File: src/hw/dbg_defines.svh
// Timing counts of the debug-pin acknowledge logic.
// Assumes one system clock; the serial clock is a divided enable.
`ifndef DBG_DEFINES_SVH
`define DBG_DEFINES_SVH

// ************************************************************
// Serial clock
// ************************************************************
`define DBG_TICK_DIV 5
`define DBG_BIT_TICKS 16

// ************************************************************
// Acknowledge pulse, in serial clock ticks
// ************************************************************
`define DBG_ACK_LO_TICKS 16
`define DBG_ACK_MIN_GAP 32

// ************************************************************
// Long low pulse and reference response, in serial clock ticks
// ************************************************************
`define DBG_SYNC_MIN_LO 128
`define DBG_SYNC_GAP 16
`define DBG_SYNC_LO 128

`endif

File: src/hw/dbg_pkg.sv
// Types shared by the debug-pin acknowledge logic.
// Assumes the timing counts come from dbg_defines.svh.
`default_nettype none

package dbg_pkg;

	// ************************************************************
	// Handshake states, one-hot
	// ************************************************************
	typedef enum logic [7:0] {
		st_idle = 8'h01,
		st_wait = 8'h02,
		st_ack_lo = 8'h04,
		st_ack_hi = 8'h08,
		st_sy_rise = 8'h10,
		st_sy_gap = 8'h20,
		st_sy_lo = 8'h40,
		st_sy_hi = 8'h80
	} dbg_state_e;

	// ************************************************************
	// Kind of the command that has just ended
	// ************************************************************
	typedef struct packed {
		logic ack_on;   // Handshake-enable command
		logic ack_off;  // Handshake-disable command
		logic hw;       // Hardware command
		logic fw_rw;    // Firmware read or write
		logic ctrl;     // Resume, resume-until-halt, single_step_command
	} dbg_cmd_s;

endpackage : dbg_pkg

`default_nettype wire

File: src/hw/dbg_ack.sv
// Acknowledge handshake and abort logic of the single-wire debug pin.
// Assumes a command decoder reporting each command end and an executor
// reporting completion; the pin is open drain with an external pull-up.
//
// Protocol rules served by this block and by its host
// Executed command: 16 ticks low, speedup, release
// Acknowledge no sooner than 32 ticks after end
// Command end is 16th tick of last bit
// Host assumes no maximum acknowledge delay
// Host reads data or sends next command
// Wait/stop before hardware command: drop it
// Acknowledge starts with target falling edge
// Host never nests commands awaiting acknowledge
// Host abort: 128 ticks low, speedup
// Long low: reference response, cancel everything
// Firmware access in progress completes, acknowledge suppressed
// Resume and step still run when aborted
// Host short abort lasts 4 to 127 ticks
// Host edge while pending cancels, no response
// Next falling edge after abort starts command
// Host uses short abort only for non-reads
// Host may size abort near 128 ticks
// Host byte read: opcode, address, wait, data
// Read acknowledged only after data captured
// Host picks byte by address parity
// Enable and disable commands; enable acknowledged
// Handshake disabled after reset
// Bits are 16 ticks, MSB first
// Response: wait 16, 128 low, speedup
// Pin synchronised; low length counted in ticks
// Host times out waits with long abort
`timescale 1ns/1ns
`default_nettype none

`include "dbg_defines.svh"

module dbg_ack #(
	parameter int TICK_DIV = `DBG_TICK_DIV
) (
	input wire logic ref_clk,
	input wire logic rst_n,
	input wire logic debug_pin_in,
	output logic debug_pin_out,
	output logic debug_pin_oe,
	input wire logic cmd_end,
	input wire dbg_pkg::dbg_cmd_s cmd_info,
	input wire logic exec_done,
	input wire logic fw_busy,
	input wire logic cpu_wait_stop,
	output logic ack_enabled,
	output logic cmd_pending,
	output logic exec_cancel,
	output logic rx_restart,
	output logic sync_busy
);

	import dbg_pkg::*;

	generate
		if (TICK_DIV < 2) begin : g_bad
			$error("dbg_ack: TICK_DIV must be at least 2");
		end
	endgenerate

	// ************************************************************
	// Serial clock and pin sampling
	// ************************************************************
	logic tick;
	logic pin_s;

	// serial clock, bit timing base
	dbg_tick #(
		.DIV(TICK_DIV)
	) u_tick (
		.ref_clk(ref_clk),
		.rst_n(rst_n),
		.tick(tick)
	);

	// pin synchronised first
	dbg_sync u_sync (
		.ref_clk(ref_clk),
		.rst_n(rst_n),
		.din(debug_pin_in),
		.dout(pin_s)
	);

	// ************************************************************
	// State
	// ************************************************************
	dbg_state_e st, next_st;
	dbg_cmd_s cmd, next_cmd;
	logic [7:0] cnt, next_cnt;
	logic [5:0] since_end, next_since_end;
	logic [7:0] lo_cnt, next_lo_cnt;
	logic [7:0] drv_lo, next_drv_lo;
	logic pin_d, done, next_done, next_ack_en, next_pend;
	logic next_out, next_oe, next_cancel, next_restart, next_sync;
	logic host_low, host_fall, long_hit, in_sync, gap_ok;

	// Host activity seen only while the target is not driving
	always_comb begin
		host_low = !pin_s && !debug_pin_oe;
		host_fall = pin_d && host_low;
		in_sync = (st == st_sy_rise) || (st == st_sy_gap) || (st == st_sy_lo) || (st == st_sy_hi);
		long_hit = tick && host_low && (lo_cnt == 8'(`DBG_SYNC_MIN_LO - 1)) && !in_sync;
		gap_ok = (since_end >= 6'(`DBG_ACK_MIN_GAP));
	end

	// Host low-pulse length, saturating
	always_comb begin
		next_lo_cnt = lo_cnt;
		if (!host_low) begin
			next_lo_cnt = 8'h00;
		// ticks count the low time
		end else if (tick && (lo_cnt != 8'(`DBG_SYNC_MIN_LO))) begin
			next_lo_cnt = lo_cnt + 8'h01;
		end
		next_drv_lo = (debug_pin_oe && !debug_pin_out) ? (drv_lo + 8'(tick)) : 8'h00;
	end

	// Handshake sequencer
	always_comb begin
		next_st = st;
		next_cmd = cmd;
		next_cnt = cnt;
		next_since_end = since_end;
		next_done = done;
		next_ack_en = ack_enabled;
		next_pend = cmd_pending;
		next_out = debug_pin_out;
		next_oe = debug_pin_oe;
		next_cancel = 1'b0;
		next_restart = 1'b0;
		unique case (st)
			st_idle: begin
				// end marked at 16th tick of last bit
				if (cmd_end) begin
					next_cmd = cmd_info;
					next_since_end = 6'h00;
					next_done = exec_done;
					// enable, disable commands
					if (cmd_info.ack_off) begin
						next_ack_en = 1'b0;
					end else if (cmd_info.ack_on) begin
						next_ack_en = 1'b1;
						next_done = 1'b1;
						next_pend = 1'b1;
						next_st = st_wait;
					// no pulses while disabled
					end else if (ack_enabled) begin
						next_pend = 1'b1;
						next_st = st_wait;
					end
				end
			end
			st_wait: begin
				// executor reports after data captured
				if (exec_done) begin
					next_done = 1'b1;
				end
				if (tick && !gap_ok) begin
					next_since_end = since_end + 6'h01;
				end
				// wait or stop drops the command
				if (cpu_wait_stop && !done && !exec_done && cmd.hw) begin
					next_pend = 1'b0;
					next_cancel = 1'b1;
					next_st = st_idle;
				// short abort, no reference response
				end else if (host_fall) begin
					next_pend = 1'b0;
					next_done = 1'b0;
					// running access or resume continues
					next_cancel = !done && !cmd.ctrl && !fw_busy;
					// next edge starts a command
					next_restart = 1'b1;
					next_st = st_idle;
				// own falling edge after least gap
				end else if (done && gap_ok && tick && pin_s) begin
					next_out = 1'b0;
					next_oe = 1'b1;
					next_cnt = 8'h00;
					next_st = st_ack_lo;
				end
			end
			st_ack_lo: begin
				// low for 16 ticks, then speedup
				if (tick) begin
					next_cnt = cnt + 8'h01;
					if (cnt == 8'(`DBG_ACK_LO_TICKS - 1)) begin
						next_out = 1'b1;
						next_st = st_ack_hi;
					end
				end
			end
			st_ack_hi: begin
				// speedup for one tick, then release
				if (tick) begin
					next_oe = 1'b0;
					next_pend = 1'b0;
					next_done = 1'b0;
					next_st = st_idle;
				end
			end
			st_sy_rise: begin
				// wait for the pin to return high
				if (pin_s) begin
					next_cnt = 8'h00;
					next_st = st_sy_gap;
				end
			end
			st_sy_gap: begin
				if (tick) begin
					next_cnt = cnt + 8'h01;
					if (cnt == 8'(`DBG_SYNC_GAP - 1)) begin
						next_cnt = 8'h00;
						next_out = 1'b0;
						next_oe = 1'b1;
						next_st = st_sy_lo;
					end
				end
			end
			st_sy_lo: begin
				// reference low for 128 ticks
				if (tick) begin
					next_cnt = cnt + 8'h01;
					if (cnt == 8'(`DBG_SYNC_LO - 1)) begin
						next_out = 1'b1;
						next_st = st_sy_hi;
					end
				end
			end
			st_sy_hi: begin
				// response over, receiver restarts
				if (tick) begin
					next_oe = 1'b0;
					next_restart = 1'b1;
					next_st = st_idle;
				end
			end
		endcase
		// long low cancels command and acknowledge
		if (long_hit) begin
			next_pend = 1'b0;
			next_done = 1'b0;
			next_oe = 1'b0;
			// running access or resume continues
			next_cancel = cmd_pending && !done && !cmd.ctrl && !fw_busy;
			next_st = st_sy_rise;
		end
		next_sync = (next_st == st_sy_rise) || (next_st == st_sy_gap) ||
			(next_st == st_sy_lo) || (next_st == st_sy_hi);
	end

	// State registers
	always_ff @(posedge ref_clk or negedge rst_n) begin
		if (!rst_n) begin
			st <= st_idle;
			cmd <= '0;
			cnt <= 8'h00;
			since_end <= 6'h00;
			lo_cnt <= 8'h00;
			drv_lo <= 8'h00;
			pin_d <= 1'b1;
			done <= 1'b0;
			ack_enabled <= 1'b0;
			cmd_pending <= 1'b0;
			debug_pin_out <= 1'b1;
			debug_pin_oe <= 1'b0;
			exec_cancel <= 1'b0;
			rx_restart <= 1'b0;
			sync_busy <= 1'b0;
		end else begin
			st <= next_st;
			cmd <= next_cmd;
			cnt <= next_cnt;
			since_end <= next_since_end;
			lo_cnt <= next_lo_cnt;
			drv_lo <= next_drv_lo;
			pin_d <= pin_s;
			done <= next_done;
			ack_enabled <= next_ack_en;
			cmd_pending <= next_pend;
			debug_pin_out <= next_out;
			debug_pin_oe <= next_oe;
			exec_cancel <= next_cancel;
			rx_restart <= next_restart;
			sync_busy <= next_sync;
		end
	end
endmodule : dbg_ack

`default_nettype wire

File: src/hw/dbg_tick.sv
// Serial clock enable: one-cycle pulse every DIV system clocks.
// Assumes a free-running system clock and asynchronous active-low reset.
`timescale 1ns/1ns
`default_nettype none

module dbg_tick #(
	parameter int DIV = 5
) (
	input wire logic ref_clk,
	input wire logic rst_n,
	output logic tick
);

	localparam int W = (DIV > 2) ? $clog2(DIV) : 1;

	// ************************************************************
	// Divider
	// ************************************************************
	generate
		if (DIV < 2) begin : g_bad
			$error("dbg_tick: DIV must be at least 2");
		end
	endgenerate

	logic [W-1:0] cnt;
	logic [W-1:0] next_cnt;
	logic next_tick;

	// Wrap counter and raise the enable on wrap
	always_comb begin
		next_tick = (cnt == W'(DIV - 1));
		next_cnt = next_tick ? '0 : cnt + W'(1);
	end

	always_ff @(posedge ref_clk or negedge rst_n) begin
		if (!rst_n) begin
			cnt <= '0;
			tick <= 1'b0;
		end else begin
			cnt <= next_cnt;
			tick <= next_tick;
		end
	end

endmodule : dbg_tick

`default_nettype wire

File: src/hw/dbg_sync.sv
// Two-flop synchroniser for the debug pin input level.
// Assumes the pin idles high through its pull-up.
`timescale 1ns/1ns
`default_nettype none

module dbg_sync (
	input wire logic ref_clk,
	input wire logic rst_n,
	input wire logic din,
	output logic dout
);

	logic meta;

	// ************************************************************
	// Synchroniser chain, only the second flop is read
	// ************************************************************
	always_ff @(posedge ref_clk or negedge rst_n) begin
		if (!rst_n) begin
			meta <= 1'b1;
			dout <= 1'b1;
		end else begin
			meta <= din;
			dout <= meta;
		end
	end

endmodule : dbg_sync

`default_nettype wire

File: config.mk
export PLATFORM = sky130hd
export DESIGN_NAME = dbg_ack
export DESIGN_NICKNAME = d
export VERILOG_FILES = /design/src/hw/dbg_pkg.sv /design/src/hw/dbg_ack.sv /design/src/hw/dbg_tick.sv /design/src/hw/dbg_sync.sv
export VERILOG_INCLUDE_DIRS = /design/src /design/src/hw
export SDC_FILE = /design/constraint.sdc
export NUM_CORES = 1
export LEC_CHECK = 0
export CORE_UTILIZATION = 59
export DETAILED_ROUTE_END_ITERATION = 10
export DONT_BUFFER_PORTS = 1
export GPL_TIMING_DRIVEN = 0
export PLACE_DENSITY_LB_ADDON = 0.15
export SETUP_SLACK_MARGIN = 0.3
export SYNTH_ARGS = -nofsm -noshare
export SYNTH_HDL_FRONTEND = slang
export SYNTH_SLANG_ARGS = --single-unit
File: constraint.sdc
create_clock -name ref_clk -period 2.99 [get_ports ref_clk]
set_input_delay 0.598 -clock ref_clk [delete_from_list [all_inputs] [get_ports ref_clk]]
set_output_delay 0.598 -clock ref_clk [all_outputs]
set_load 0.03 [all_outputs]
==> out/summary.txt <==
Status = finished, final reports clean
Syn Area/Cell = 9.268 sq um
Slowest-stage cell, CP = or4_1
Layout cell share with drive strength beyond 1 = 0.1944
Fin Setup TNS = 0 ns
CTS sink count = 47
Post-synthesis compound-gate area fraction = 0.1723
Inserted Clock Buffers = 5
Die Y = 70.31 um
Post-Synth Adder-Cell Area = 0.03182
Fmax = 367.8 MHz
Multi-input logic area = 0.001539 sq mm
Antenna Cells = 0
Hold Path Class = input pin to asynchronous set/reset pin
Top Metal Used = met4
Final period util = 0.9092
Crit path cell chain = nor4_4 > nand4_1 > buf_4 > o211a_1 > a21oi_1 > a221oi_2 > or4_1 > a31oi_4
Dominant cells by area after synthesis = dfrtp_1, nor2_1, dfstp_2
Boundary Pins = 19
Post-synth EDFFs = 0
Multiplexer area fraction after synthesis = 0.02318
Non-filler instance count after layout = 371
RSZ-0062 raised after global routing = yes
Top cell type's share of synthesized area = 0.3818
Initial Utilization = 0.6236
DRC violations left = 0
Area growth from synthesis to layout = 12.32%
Crit path DAT = 2.94 ns
Synth Area in Simple Gates = 0.2655
Clock latency at the later pin of the worst-skew pair = 0.30 ns
Setup crit end kind = flip-flop
Final Skew = 0.01126 ns
Power Total = 2.065 mW
Utilization after layout = 0.7004
Slew margin rel. = 0.5477
Vias in the first global route = 2,106
Xor/xnor share of the synthesized area = 0.04136
CP Launch Type = flip-flop
Fin. max-slew vios = 0
Max FO, Critical Path = 6
TritonCTS clock tree = done
Synth Register Bits = 47
Yosys top cell by area = dfrtp_1
Die area = 0.004943 sq mm
Met3 Wirelength = 429 um
Hpwl dp = 4535 um
CTS H-tree lvls = 2
Die X = 70.31 um
Met2 WL = 2859 um
Gr ovfl total = 0
DRT Pass-1 Iters = 5
Initial antenna violation count = 0
Routed wire length = 6374 um
Routed WL per cell = 17.18 um
Max IR drop VDD = 0.0004897 V
Placed Area = 0.002818 sq mm
Setup CP Type = flip-flop to flip-flop
CTS clk-pin slew, worst paths = 0.09 ns
First-pass GRT wire length = 10,540 um
Worst path required time = 3.21 ns
Mapped Nets = 316
Post-synthesis sequential area ratio = 0.4295
Fin nets = 337
Worst setup startpoint = st[7]$_DFF_PN0_
Antenna-violating nets left = 0
Synth cell types = 53
Pre-CTS setup slack = -0.1810 ns
Cells after Synth = 297
Setup-failing EPs final = 0
Fillcell total = 360
Final hold vios = 0
Std cell rows = 24
Fin area = 0.003092 sq mm
Share of flip-flops with an asynchronous set or reset = 1.000
Min Hold Slack = 0.1355 ns
Max cap viols = 0
Routed via count = 2,332
Placed insts = 349
Drt initial violations = 218
CTS max path bufs = 2
Worst Tran Pin Value = 0.6696 ns
Synth Warn # = 0
M1 WL = 3031 um
Leakage power = 1.334 nW
Largest net degree at the start of global routing = 43
FF/Latch Area = 0.001185 sq mm
Main flop type after synthesis = dfrtp_1
Core ar. = 0.004414 sq mm
Total Routing Usage GR = 0.2719
Worst Slack Setup Final = 0.2715 ns
Via density = 6.286
Combinational family with the most area after synthesis = simple AND/OR/NAND/NOR gates
CTS root buf = clkbuf_8
Worst r2r src = st[7]$_DFF_PN0_
PortBufs = 0
CP max stage delay = 0.57 ns
GP Congestion = 0.9133
P per Cell Area = 668.0 mW/mm^2
Synthesized area = 0.002753 sq mm
Final min period = 2.719 ns
## state kept, by name, indices dropped and copies added (netlist names), 2 cells and up
register / cells
since_end: 6
cmd: 2
lo_cnt: 8
u_tick.cnt: 3
st: 8
cnt: 8
## path summary, 6_finish.rpt
path / endpoint / slack (ns) / depth (start not counted)
setup / recovery: sync_busy$_DFF_PN0_ / 0.27 / 8
hold / removal: cnt[0]$_DFFE_PN0P_ / 0.14 / 1
setup reg to reg: sync_busy$_DFF_PN0_ / 0.27 / 8
hold reg to reg: u_sync.dout$_DFF_PN1_ / 0.36 / 0
max in group asynchronous: debug_pin_oe$_DFFE_PN0P_ / 2.63 / 1
min in group ref_clk: u_sync.meta$_DFF_PN1_ / 0.29 / 0
## critical path: cells and delay by family, from the launching register on
family	cells	cell delay, ns
DFF	1	0.50
and+or+nand+nor	3	1.28
buffers and inverters	1	0.22
AOI/OAI and AO/OA	4	0.65
## layout by cell type (no fill, tap or decap), drive strengths merged, types with 4 or more instances in the layout
master	count
a21oi	14
a31oi	4
and3	5
buf	19
clkbuf	13
dfrtp	42
dfstp	5
ha	7
inv	14
nand2	16
nand2b	4
nand3	13
nand4	7
nand4b	4
nor2	42
nor2b	4
nor3	15
nor4	5
o211a	4
o21ai	19
o41ai	4
xnor2	4
xor2	9
## power breakdown
| part | switching [mW] | internal, mW |
|---|---|---|
| Combinational | 0.465 | 0.341 |
| Sequential | 0.156 | 0.743 |
| Clock | 0.197 | 0.164 |
| Total | 0.817 | 1.25 |
## final cells by class
class / instances / share of cell area
multi-input combinational: 225 / 0.4978
clock inverter: 1 / 0.001619
timing repair buffer: 14 / 0.03804
sequential: 47 / 0.3832
buffer: 11 / 0.01659
clock buffer: 7 / 0.02469
tap: 52 / 0.02104
inverter: 14 / 0.01700
## logic make-up after synthesis
kind of cell	count (synthesis)
AO/OA/AOI/OAI	66
XOR/XNOR	13
adder cells (fa/ha/maj)	7
buffers and inverters	25
flip-flops	47
multiplexers	6
AND/OR/NAND/NOR	133
## timing repair
action / in CTS / in global routing
pin swaps: 10 / 2
hold buffers: 1 / 0
endpoints found under the setup margin: 2 / 7
gates resized for setup: 15 / 5
endpoints found under the hold margin: 42 / 0
setup buffers: 10 / 3
## routing by layer
layer | global-route usage | up-vias
met5 | 0 | -
met4 | 0.05556 | 0
met3 | 0.04906 | 8
met2 | 0.4000 | 105
met1 | 0.4181 | 1096
li1 | - | 1123
## synthesized netlist by cell type, types with 6 or more instances
library cell / instances
xor2_1: 9
dfrtp_1: 42
inv_1: 14
nand3_1: 13
nand2_1: 16
ha_1: 7
o21ai_0: 16
nor3_1: 15
nor2_1: 42
a21oi_1: 14
clkbuf_1: 6
nand4_1: 7
(Power assumes the default switching activity.)
